## config.mk

```make
export PLATFORM = sky130hd
export DESIGN_NAME = cfsr_regs
export DESIGN_NICKNAME = d
export VERILOG_FILES = /design/src/pkg/cfsr_pkg.sv /design/src/cfsr_regs.sv /design/src/cfsr_sync.sv /design/src/cfsr_fault_encode.sv
export SDC_FILE = /design/constraint.sdc
export NUM_CORES = 1
export LEC_CHECK = 0
export BUFFER_PORTS_ARGS = -buffer_cell sky130_fd_sc_hd__buf_2
export CAP_MARGIN = 0
export CORE_MARGIN = 10
export CORE_UTILIZATION = 46
export DETAILED_ROUTE_END_ITERATION = 6
export GPL_TIMING_DRIVEN = 0
export PLACE_DENSITY = 0.78
export SYNTH_ARGS = -nofsm -noshare
export SYNTH_HDL_FRONTEND = slang
export SYNTH_SLANG_ARGS = --single-unit
```

## constraint.sdc

```tcl
create_clock -name clock -period 1.6 [get_ports clock]
set_input_delay 0.24 -clock clock [delete_from_list [all_inputs] [get_ports clock]]
set_output_delay 0.24 -clock clock [all_outputs]
set_load 0.01 [all_outputs]
```

## src/pkg/cfsr_pkg.sv

```systemverilog
package cfsr_pkg;

    // ****************************************************
    // Register map
    // ****************************************************
    localparam int ADDR_W = 8;
    localparam int DATA_W = 8;
    localparam logic [7:0] ADDR_FAULT = 8'h09;
    localparam logic [7:0] ADDR_INPUT = 8'h0a;
    localparam logic [7:0] ADDR_IDENT = 8'h0b;
    localparam logic [7:0] UNMAPPED_DATA = 8'h00;
    localparam logic RESERVED_VALUE = 1'h0;

    // ****************************************************
    // Fault register fields
    // ****************************************************
    localparam int FLT_WDOG_BIT = 7;
    localparam int FLT_BOOST_BIT = 6;
    localparam int FLT_CHG_LSB = 4;
    localparam int FLT_CELL_OV_BIT = 3;
    localparam int FLT_THERM_LSB = 0;
    localparam logic [1:0] CHG_NORMAL = 2'h0;
    localparam logic [1:0] CHG_INPUT = 2'h1;
    localparam logic [1:0] CHG_THERMAL = 2'h2;
    localparam logic [1:0] CHG_TIMER = 2'h3;
    localparam logic [2:0] TZ_NORMAL = 3'h0;
    localparam logic [2:0] TZ_WARM = 3'h2;
    localparam logic [2:0] TZ_COOL = 3'h3;
    localparam logic [2:0] TZ_COLD = 3'h5;
    localparam logic [2:0] TZ_HOT = 3'h6;

    // ****************************************************
    // Input status and mask register fields
    // ****************************************************
    localparam int IN_ATTACH_BIT = 7;
    localparam int IN_VREG_BIT = 6;
    localparam int IN_IREG_BIT = 5;
    localparam int IN_RSVD_BIT = 4;
    localparam int IN_FINISH_BIT = 3;
    localparam int IN_OV_BIT = 2;
    localparam int IN_VMASK_BIT = 1;
    localparam int IN_IMASK_BIT = 0;
    localparam logic MASK_RESET = 1'h0;

    // ****************************************************
    // Identification register fields
    // ****************************************************
    localparam int ID_RST_BIT = 7;
    localparam int ID_PN_LSB = 3;
    localparam int ID_RSVD_BIT = 2;
    localparam int ID_REV_LSB = 0;
    localparam logic SOFT_RST_RESET = 1'h0;

    // ****************************************************
    // Inputs and timing
    // ****************************************************
    localparam int SYNC_W = 17;
    localparam logic [3:0] LOAD_CYCLES = 4'h2;

    typedef enum logic [2:0] {
        CFSR_IDLE = 3'b001,
        CFSR_LOAD = 3'b010,
        CFSR_DONE = 3'b100
    } cfsr_rst_state_t;

endpackage

```

## src/cfsr_regs.sv

```systemverilog
`timescale 1ns/1ps
// ****************************************************
// Charger fault and status register bank
// ****************************************************
// Operation
// - Fault bit 7 reads one after watchdog expiry, zero otherwise.
// - Fault bit 6 set when boost cannot start or continue.
// - Charge fault field: normal, input fault, thermal, safety timer.
// - Fault bit 3 reads one during cell overvoltage.
// - Buck mode thermistor codes: normal, warm, cool, cold, hot.
// - Boost mode thermistor codes limited to normal, cold, hot.
// - Status bit 7 shows input supply attached.
// - Status bit 6 shows input voltage regulation active.
// - Status bit 5 shows input current regulation active.
// - Status bit 3 shows finish timer counting.
// - Status bit 2 shows input overvoltage; bit 4 reserved.
// - Bit 1 suppresses voltage regulation interrupt; resets to zero.
// - Bit 0 suppresses current regulation interrupt; resets to zero.
// - Writing one to ident bit 7 restores defaults, restarts timer.
// - Soft reset bit clears itself once reset completes.
module cfsr_regs #(
    parameter logic [3:0] PART_NUMBER = 4'h5, // Arbitrary value
    parameter logic [1:0] SILICON_REV = 2'h1, // Arbitrary value
    parameter logic [3:0] LOAD_CYCLES = cfsr_pkg::LOAD_CYCLES
) (
    input  wire logic       clock,
    input  wire logic       rstn,
    input  wire logic [7:0] regAddr,
    input  wire logic       regWrEn,
    input  wire logic [7:0] regWrData,
    input  wire logic       regRdEn,
    output logic      [7:0] regRdData,
    output logic            regRdValid,
    input  wire logic       watchdogExpired,
    input  wire logic       boostMode,
    input  wire logic       boostOverload,
    input  wire logic       boostBatteryLow,
    input  wire logic       inputOvervoltageState,
    input  wire logic       inputBelowWindow,
    input  wire logic       thermalShutdown,
    input  wire logic       safetyTimerExpired,
    input  wire logic       cellOvervoltage,
    input  wire logic       thermWarm,
    input  wire logic       thermCool,
    input  wire logic       thermCold,
    input  wire logic       thermHot,
    input  wire logic       inputAttached,
    input  wire logic       inputVoltageRegulation,
    input  wire logic       inputCurrentRegulation,
    input  wire logic       finishTimerRunning,
    output logic            voltageRegulationIrqSuppress,
    output logic            currentRegulationIrqSuppress,
    output logic            voltageRegulationIrqPulse,
    output logic            currentRegulationIrqPulse,
    output logic            registerDefaultsLoad,
    output logic            safetyTimerRestart
);

    // ****************************************************
    // Input synchronisation
    // ****************************************************
    logic [cfsr_pkg::SYNC_W-1:0] rawVector;
    logic [cfsr_pkg::SYNC_W-1:0] syncVector;

    logic sWatchdog;
    logic sBoostMode;
    logic sBoostOverload;
    logic sBoostBatteryLow;
    logic sInputOvervoltage;
    logic sInputBelowWindow;
    logic sThermalShutdown;
    logic sSafetyTimer;
    logic sCellOvervoltage;
    logic sThermWarm;
    logic sThermCool;
    logic sThermCold;
    logic sThermHot;
    logic sInputAttached;
    logic sVoltageRegulation;
    logic sCurrentRegulation;
    logic sFinishTimer;

    assign rawVector = {watchdogExpired, boostMode, boostOverload,
                        boostBatteryLow, inputOvervoltageState,
                        inputBelowWindow, thermalShutdown,
                        safetyTimerExpired, cellOvervoltage,
                        thermWarm, thermCool, thermCold, thermHot,
                        inputAttached, inputVoltageRegulation,
                        inputCurrentRegulation, finishTimerRunning};

    assign {sWatchdog, sBoostMode, sBoostOverload,
            sBoostBatteryLow, sInputOvervoltage,
            sInputBelowWindow, sThermalShutdown,
            sSafetyTimer, sCellOvervoltage,
            sThermWarm, sThermCool, sThermCold, sThermHot,
            sInputAttached, sVoltageRegulation,
            sCurrentRegulation, sFinishTimer} = syncVector;

    cfsr_sync #(
        .WIDTH    (cfsr_pkg::SYNC_W)
    ) uSync (
        .clock    (clock),
        .rstn     (rstn),
        .rawIn    (rawVector),
        .cleanOut (syncVector)
    );

    // ****************************************************
    // Fault encoding
    // ****************************************************
    logic       boostFault;
    logic [1:0] chargingErrorCode;
    logic [2:0] thermistorZoneCode;

    cfsr_fault_encode uEncode (
        .boostMode             (sBoostMode),
        .boostOverload         (sBoostOverload),
        .boostBatteryLow       (sBoostBatteryLow),
        .inputOvervoltageState (sInputOvervoltage),
        .inputBelowWindow      (sInputBelowWindow),
        .thermalShutdown       (sThermalShutdown),
        .safetyTimerExpired    (sSafetyTimer),
        .thermWarm             (sThermWarm),
        .thermCool             (sThermCool),
        .thermCold             (sThermCold),
        .thermHot              (sThermHot),
        .boostFault            (boostFault),
        .chargingErrorCode     (chargingErrorCode),
        .thermistorZoneCode    (thermistorZoneCode)
    );

    // ****************************************************
    // Address decode
    // ****************************************************
    wire hitFault = (regAddr == cfsr_pkg::ADDR_FAULT);
    wire hitInput = (regAddr == cfsr_pkg::ADDR_INPUT);
    wire hitIdent = (regAddr == cfsr_pkg::ADDR_IDENT);
    wire wrInput  = regWrEn & hitInput;
    wire wrIdent  = regWrEn & hitIdent;
    wire softResetRequest = wrIdent & regWrData[cfsr_pkg::ID_RST_BIT];

    // ****************************************************
    // Soft reset sequencer
    // ****************************************************
    cfsr_pkg::cfsr_rst_state_t rstState_reg;
    cfsr_pkg::cfsr_rst_state_t rstState_next;
    logic [3:0] loadCount_reg;
    logic [3:0] loadCount_next;
    logic       softResetBit_reg;
    logic       softResetBit_next;

    wire loadActive = (rstState_reg == cfsr_pkg::CFSR_LOAD);
    wire loadLast   = loadActive & (loadCount_reg == LOAD_CYCLES - 4'h1);
    wire resetDone  = (rstState_reg == cfsr_pkg::CFSR_DONE);

    always_comb begin
        rstState_next  = rstState_reg;
        loadCount_next = 4'h0;
        case (rstState_reg)
            cfsr_pkg::CFSR_IDLE: begin
                if (softResetBit_reg) begin
                    rstState_next = cfsr_pkg::CFSR_LOAD;
                end
            end
            cfsr_pkg::CFSR_LOAD: begin
                loadCount_next = loadCount_reg + 4'h1;
                if (loadLast) begin
                    rstState_next = cfsr_pkg::CFSR_DONE;
                end
            end
            cfsr_pkg::CFSR_DONE: begin
                rstState_next = cfsr_pkg::CFSR_IDLE;
            end
            default: begin
                rstState_next = cfsr_pkg::CFSR_IDLE;
            end
        endcase
    end

    // A new request in the finishing cycle keeps the bit set
    assign softResetBit_next = softResetRequest ? 1'h1 :
                               resetDone ? cfsr_pkg::SOFT_RST_RESET :
                               softResetBit_reg;

    always_ff @(posedge clock or negedge rstn) begin
        if (!rstn) begin
            rstState_reg     <= cfsr_pkg::CFSR_IDLE;
            loadCount_reg    <= 4'h0;
            softResetBit_reg <= cfsr_pkg::SOFT_RST_RESET;
        end else begin
            rstState_reg     <= rstState_next;
            loadCount_reg    <= loadCount_next;
            softResetBit_reg <= softResetBit_next;
        end
    end

    // Rest of the charger reloads its settings on this level
    assign registerDefaultsLoad = loadActive;
    assign safetyTimerRestart   = loadActive;

    // ****************************************************
    // Interrupt suppress bits
    // ****************************************************
    logic vMask_reg;
    logic vMask_next;
    logic iMask_reg;
    logic iMask_next;

    // Defaults win over a host write landing during reload
    assign vMask_next = loadActive ? cfsr_pkg::MASK_RESET :
        wrInput ? regWrData[cfsr_pkg::IN_VMASK_BIT] :
        vMask_reg;
    assign iMask_next = loadActive ? cfsr_pkg::MASK_RESET :
        wrInput ? regWrData[cfsr_pkg::IN_IMASK_BIT] :
        iMask_reg;

    always_ff @(posedge clock or negedge rstn) begin
        if (!rstn) begin
            vMask_reg <= cfsr_pkg::MASK_RESET;
            iMask_reg <= cfsr_pkg::MASK_RESET;
        end else begin
            vMask_reg <= vMask_next;
            iMask_reg <= iMask_next;
        end
    end

    assign voltageRegulationIrqSuppress = vMask_reg;
    assign currentRegulationIrqSuppress = iMask_reg;

    // ****************************************************
    // Regulation entry events
    // ****************************************************
    logic vRegPrev_reg;
    logic iRegPrev_reg;
    logic vPulse_reg;
    logic iPulse_reg;

    wire vEntry = sVoltageRegulation & ~vRegPrev_reg;
    wire iEntry = sCurrentRegulation & ~iRegPrev_reg;

    always_ff @(posedge clock or negedge rstn) begin
        if (!rstn) begin
            vRegPrev_reg <= 1'h0;
            iRegPrev_reg <= 1'h0;
            vPulse_reg   <= 1'h0;
            iPulse_reg   <= 1'h0;
        end else begin
            vRegPrev_reg <= sVoltageRegulation;
            iRegPrev_reg <= sCurrentRegulation;
            vPulse_reg   <= vEntry & ~vMask_reg;
            iPulse_reg   <= iEntry & ~iMask_reg;
        end
    end

    assign voltageRegulationIrqPulse = vPulse_reg;
    assign currentRegulationIrqPulse = iPulse_reg;

    // ****************************************************
    // Read words
    // ****************************************************
    logic [7:0] faultWord;
    logic [7:0] inputWord;
    logic [7:0] identWord;

    always_comb begin
        faultWord = 8'h00;
        faultWord[cfsr_pkg::FLT_WDOG_BIT] = sWatchdog;
        faultWord[cfsr_pkg::FLT_BOOST_BIT] = boostFault;
        faultWord[cfsr_pkg::FLT_CHG_LSB +: 2] =
            chargingErrorCode;
        faultWord[cfsr_pkg::FLT_CELL_OV_BIT] =
            sCellOvervoltage;
        faultWord[cfsr_pkg::FLT_THERM_LSB +: 3] =
            thermistorZoneCode;
    end

    always_comb begin
        inputWord = 8'h00;
        inputWord[cfsr_pkg::IN_ATTACH_BIT] = sInputAttached;
        inputWord[cfsr_pkg::IN_VREG_BIT] = sVoltageRegulation;
        inputWord[cfsr_pkg::IN_IREG_BIT] = sCurrentRegulation;
        inputWord[cfsr_pkg::IN_RSVD_BIT] =
            cfsr_pkg::RESERVED_VALUE;
        inputWord[cfsr_pkg::IN_FINISH_BIT] = sFinishTimer;
        inputWord[cfsr_pkg::IN_OV_BIT] = sInputOvervoltage;
        inputWord[cfsr_pkg::IN_VMASK_BIT] = vMask_reg;
        inputWord[cfsr_pkg::IN_IMASK_BIT] = iMask_reg;
    end

    always_comb begin
        identWord = 8'h00;
        identWord[cfsr_pkg::ID_RST_BIT] = softResetBit_reg;
        identWord[cfsr_pkg::ID_PN_LSB +: 4] = PART_NUMBER;
        identWord[cfsr_pkg::ID_RSVD_BIT] =
            cfsr_pkg::RESERVED_VALUE;
        identWord[cfsr_pkg::ID_REV_LSB +: 2] = SILICON_REV;
    end

    wire [7:0] readSelect = hitFault ? faultWord :
                            hitInput ? inputWord :
                            hitIdent ? identWord :
                            cfsr_pkg::UNMAPPED_DATA;

    // ****************************************************
    // Read port
    // ****************************************************
    // Data is captured once per read, so a multi-byte read
    // by the serial side sees each register at its own instant.
    logic [7:0] rdData_reg;
    logic       rdValid_reg;

    always_ff @(posedge clock or negedge rstn) begin
        if (!rstn) begin
            rdData_reg  <= 8'h00;
            rdValid_reg <= 1'h0;
        end else begin
            rdValid_reg <= regRdEn;
            if (regRdEn) begin
                rdData_reg <= readSelect;
            end
        end
    end

    assign regRdData  = rdData_reg;
    assign regRdValid = rdValid_reg;

endmodule

```

## src/cfsr_sync.sv

```systemverilog
`timescale 1ns/1ps
module cfsr_sync #(
    parameter int WIDTH = 1
) (
    input  wire logic             clock,
    input  wire logic             rstn,
    input  wire logic [WIDTH-1:0] rawIn,
    output logic      [WIDTH-1:0] cleanOut
);

    // ****************************************************
    // Three flops per bit plus an output flop, change taken when last two agree
    // ****************************************************
    // Analog flags may chatter near thresholds; the agree
    // check costs one cycle but hides single-cycle glitches.
    genvar i;
    generate
        for (i = 0; i < WIDTH; i++) begin : gBit
            logic stage1_reg;
            logic stage2_reg;
            logic stage3_reg;
            logic clean_reg;
            always_ff @(posedge clock or negedge rstn) begin
                if (!rstn) begin
                    stage1_reg <= 1'h0;
                    stage2_reg <= 1'h0;
                    stage3_reg <= 1'h0;
                    clean_reg  <= 1'h0;
                end else begin
                    stage1_reg <= rawIn[i];
                    stage2_reg <= stage1_reg;
                    stage3_reg <= stage2_reg;
                    if (stage2_reg == stage3_reg) begin
                        clean_reg <= stage3_reg;
                    end
                end
            end
            assign cleanOut[i] = clean_reg;
        end
    endgenerate

endmodule

```

## src/cfsr_fault_encode.sv

```systemverilog
`timescale 1ns/1ps
module cfsr_fault_encode (
    input  wire logic       boostMode,
    input  wire logic       boostOverload,
    input  wire logic       boostBatteryLow,
    input  wire logic       inputOvervoltageState,
    input  wire logic       inputBelowWindow,
    input  wire logic       thermalShutdown,
    input  wire logic       safetyTimerExpired,
    input  wire logic       thermWarm,
    input  wire logic       thermCool,
    input  wire logic       thermCold,
    input  wire logic       thermHot,
    output logic            boostFault,
    output logic      [1:0] chargingErrorCode,
    output logic      [2:0] thermistorZoneCode
);

    // ****************************************************
    // Boost and charge fault
    // ****************************************************
    assign boostFault = boostOverload | inputOvervoltageState
                      | boostBatteryLow;

    wire inputFault = inputOvervoltageState | inputBelowWindow;

    // Thermal shutdown outranks timer, timer outranks input
    assign chargingErrorCode =
        thermalShutdown    ? cfsr_pkg::CHG_THERMAL :
        safetyTimerExpired ? cfsr_pkg::CHG_TIMER :
        inputFault         ? cfsr_pkg::CHG_INPUT :
                             cfsr_pkg::CHG_NORMAL;

    // ****************************************************
    // Thermistor zone
    // ****************************************************
    wire [2:0] buckZone =
        thermHot  ? cfsr_pkg::TZ_HOT :
        thermCold ? cfsr_pkg::TZ_COLD :
        thermWarm ? cfsr_pkg::TZ_WARM :
        thermCool ? cfsr_pkg::TZ_COOL :
                    cfsr_pkg::TZ_NORMAL;

    // Warm and cool have no meaning while boosting
    wire [2:0] boostZone =
        thermHot  ? cfsr_pkg::TZ_HOT :
        thermCold ? cfsr_pkg::TZ_COLD :
                    cfsr_pkg::TZ_NORMAL;

    assign thermistorZoneCode = boostMode ? boostZone : buckZone;

endmodule

```

After elaboration in Yosys (flattened, before gate mapping). Index checks and enable logic that the tools add are counted.

Flip-flop bits (word level): 91. Bits of input ports: 37. Output and inout bits: 15.

Add/sub/neg operators: 1. Equality and inequality tests: 26. Muxes and demuxes: 23. Bitwise gates (word level): 15. Reduce and logical (&&, ||, !) cells: 3.

Operator list (count): == test 8 x 4 -> 1 bit, second input constant (3); two-way mux 3 bit (8); two-way mux 8 bit (3); == test 1 bit (17); bitwise AND 1 bit (8); two-way mux 1 bit (7); two-way mux 2 bit (3); case mux 3 bit (2 select lines) (1); adder 4 x 1 -> 4 bit, second input constant (1); == test 4 x 1 -> 1 bit, second input constant (1); two-way mux 4 bit (1); inverter 1 bit (4); nonzero test 2 bit (2); == test 3 x 1 -> 1 bit, second input constant (1); == test 3 x 2 -> 1 bit, second input constant (1); == test 3 bit, second input constant (1); OR 1 bit (3); != test 2 x 1 -> 1 bit, second input constant (1); != test 2 bit, second input constant (1); AND reduction 2 bit (1).

Logic depth before layout (Yosys ltp).
Depth in word-level cells: 6. Depth in mapped cells: 5.

By module. Synthesis repeated with hierarchy kept, for this count alone.

Cell total of the unflattened synthesis: 207. Area, all modules: 3129.3 um^2.

Modules (own cells, without submodules): cfsr_sync (instances 1, cells each 102, area an instance 2020.7 um^2); cfsr_regs (instances 1, cells each 95, area an instance 1051.0 um^2); cfsr_fault_encode (instances 1, cells each 10, area an instance 57.6 um^2).

Worst setup path after synthesis. No wires, ideal clock.

Path type: reg2out. Start point: reg rstState_reg[0]. End point: out safetyTimerRestart. Data arrival time: 1184 ps. Required time: 1360 ps. Setup slack: 176 ps. Stages on the path, launching flop included: 6. Buffers on the path: 2. Cells stage by stage: dfstp_2 -> nand2b_1 -> or2_2 -> clkbuf_1 -> inv_1 -> buf_4.

Cells in the longest elaborated chain, start to end: 1.

Ends and longest elaborated chain: start, declared (line cfsr_regs.sv:145) `cfsr_pkg::cfsr_rst_state_t rstState_reg;`; start signal, assigned (line cfsr_regs.sv:187) `rstState_reg <= cfsr_pkg::CFSR_IDLE;`; start signal, assigned (line cfsr_regs.sv:191) `rstState_reg <= rstState_next;`; == test 3 x 2 -> 1 bit (line cfsr_regs.sv:152) `wire loadActive = (rstState_reg == cfsr_pkg::CFSR_LOAD);`; end, declared (line cfsr_regs.sv:56) `output logic safetyTimerRestart`.

No other way between the ends.

Worst setup path in the final report.
Start point: reg rstState_reg[0]. End point: out registerDefaultsLoad.

Cells in the longest elaborated chain, start to end: 1.

Ends and longest elaborated chain: == test 3 x 2 -> 1 bit (line cfsr_regs.sv:152); end, declared (line cfsr_regs.sv:55) `output logic registerDefaultsLoad,`.

No other way between the ends.

==> impl_metrics.tcl <==
set metrics [dict create \
    status "finished, final reports clean" \
    die_h_um 100 \
    setup_ws_ps 51.6 \
    drc_errors 0 \
    cp_slowest_stage_delay_ps 380 \
    ys_seq_elements 91 \
    grt-ovfl-total 0 \
    cp_cell_sequence "nand2b_4 > or2_4 > inv_4 > buf_2" \
    yosys_warnings 0 \
    place_ws_ps -39.1 \
    seq_area_frac_synth_pct 77.5 \
    cts.clk_slew.worst_paths_ps 80 \
    globalplace.congestion 0.807 \
    hold_path_class "input port to register" \
    powerDensity_mw_per_mm2 1210 \
    crit_path_end_kind "primary output" \
    async_reset_ff_share_pct 100 \
    stdcell_area_sq_mm 0.00376 \
    synth_top_area_share_pct 76.6 \
    drtIter0Drc 117 \
    die-area_sq_mm 0.00999 \
    drv_cap 0 \
    cts_buffers 9 \
    finalMaxSlewViolations 0 \
    cts_sinks 91 \
    coreArea_sq_mm 0.00628 \
    cts_max_level 3 \
    die_w_um 100 \
    totalWireLength_mm 5.13 \
    n_antenna_cell 0 \
    path_max_fanout 3 \
    synth_area_leaders "dfrtp_1 (77%), maj3_1 (5.8%), nor2_1 (1.5%)" \
    drive_above_1_share_pct 28.6 \
    tritoncts "yes" \
    grt_max_degree 64 \
    crit_arrival_ps 1310 \
    fin_cells 346 \
    fp-row-count 29 \
    cp-start-kind "register" \
    track_usage_pct 10.8 \
    cts.path.max_buffers 2 \
    synth.largest_area_cell "dfrtp_1" \
    finalClockSkew_ps 6.59 \
    synth_edf_count 0 \
    fin_crit_ps 1550 \
    finalSetupTns_ps 0 \
    root_buffer "clkbuf_8" \
    finalCritPeriodShare_pct 96.8 \
    slowest_stage "dfstp_2" \
    io_buffers 45 \
    start_util_pct 46.8 \
    crit_type "register to primary output" \
    hold_viol_final 0 \
    relSlewSlack_pct 66.5 \
    postSynthNetCount 226 \
    synth_cell_type_count 36 \
    antenna_left 0 \
    drt-wirelength-per-cell_um 14.8 \
    power_leakage_nw 1.74 \
    syn2layout_area_growth_pct 27.7 \
    synthesis.area_sq_mm 0.00294 \
    placed_area_sq_mm 0.00329 \
    io_pins 52 \
    synthCells 187 \
    antenna_found_initial 0 \
    ys_top_cells_by_count "dfrtp_1 (90), maj3_1 (17), nor2_1 (12)" \
    dp.final_hpwl_mm 3.62 \
    grt_pass1_vias 1792 \
    tightest_slew_ps 503 \
    grt_pass1_wl_mm 8.60 \
    clk_latency_ps 340 \
    fin_nets 303 \
    dp_cells 310 \
    vias_per_cell 4.94 \
    rsz0062_at_grt "false" \
    setup-violations-final 0 \
    vias 1710 \
    drt_pre_antenna_iters 4 \
    max_freq_ghz 0.646 \
    cp.required_ps 1360 \
    peakVddDrop_mv 0.834 \
    syn_avg_cell_area_sq_um 15.7 \
    yosysMostFrequentCell "dfrtp_1" \
    synth_ff_type "dfrtp_1" \
]
through the flow:
stage | hold slack (ps) | power, mW | util (%)
global placement | 331 | 2.73 | 52.0
CTS | 3.66 | 4.57 | 59.8
global route | 6.49 | 4.70 | 59.8
detailed placement | 185 | 2.76 | 52.4
finish | 8.03 | 4.53 | 59.8
floorplan | -55.6 | 2.61 | -
layout by cell type (no fill, tap or decap), drive strengths merged, types with 2 or more instances in the layout:
master / instances
a21oi: 5
and2b: 2
buf: 51
bufinv: 2
clkbuf: 14
dfrtp: 90
dlygate4sd3: 18
ha: 2
inv: 8
maj3: 17
mux2: 3
mux2i: 2
nand2: 5
nand2b: 4
nand3: 2
nand4: 2
nor2: 12
nor3: 2
nor3b: 2
nor4: 3
o21ai: 4
o22ai: 6
layout make-up:
type                    count  area, sq um
clock inverters             3         67.6
flip-flops and latches     91         2280
multi-input cells          84          622
well taps                  77         96.3
inverters                   8         32.5
fillers                   469         2520
plain buffers               2         8.76
clock buffers              13          179
repair buffers             68          472
power by group:
part	switching, mW	leakage [nW]	internal (mW)
clock	0.736	0.122	1.05
combinational	0.117	0.513	0.131
sequential	0.0710	1.10	2.42
per-layer routing:
| metal | vias up | track usage [%] | part of all wire, % |
|---|---|---|---|
| met3 | 12 | 2.47 | 4.5 |
| met1 | 863 | 12.4 | 41 |
| met4 | 0 | 6.73 | 2.2 |
| met2 | 41 | 18.0 | 53 |
| li1 | 794 | - | - |
| met5 | - | 0 | 0 |
final timing paths:
| check | startpoint | end | slack [ps] | cells after the start |
|---|---|---|---|---|
| max | rstState_reg[0] | registerDefaultsLoad | 50 | 4 |
| min | regRdEn | regRdValid | 8 | 1 |
| max reg2reg | uSync.gBit[12].clean_reg | regRdData[4] | 480 | 3 |
| min reg2reg | uSync.gBit[2].stage1_reg | uSync.gBit[2].stage2_reg | 350 | 0 |
| max in group asynchronous | rstn | rstState_reg[0] | 610 | 3 |
| min in group asynchronous | rstn | uSync.gBit[1].stage1_reg | 350 | 2 |
kinds of logic after synthesis:
family / after synthesis / share of synthesized area [%]
mux: 5 / 1.83
fa+ha+maj: 19 / 6.64
simple gates: 37 / 7.28
compound gates: 21 / 4.47
flops: 91 / 77.5
buf+inv: 12 / 1.70
xor+xnor: 2 / 0.596
repair_timing:
item / in CTS / in global routing
hold buffers: 18 / 0
setup buffers: 4 / 0
endpoints found under the setup margin: 2 / 0
endpoints found under the hold margin: 45 / 0
gates resized for setup: 5 / 0
critical path: cells and delay by family (launching register included):
family	cells	cell delay (ps)
and+or+nand+nor	2	390
buffers and inverters	2	190
DFF	1	380
Power figures use the tool's default switching activity.
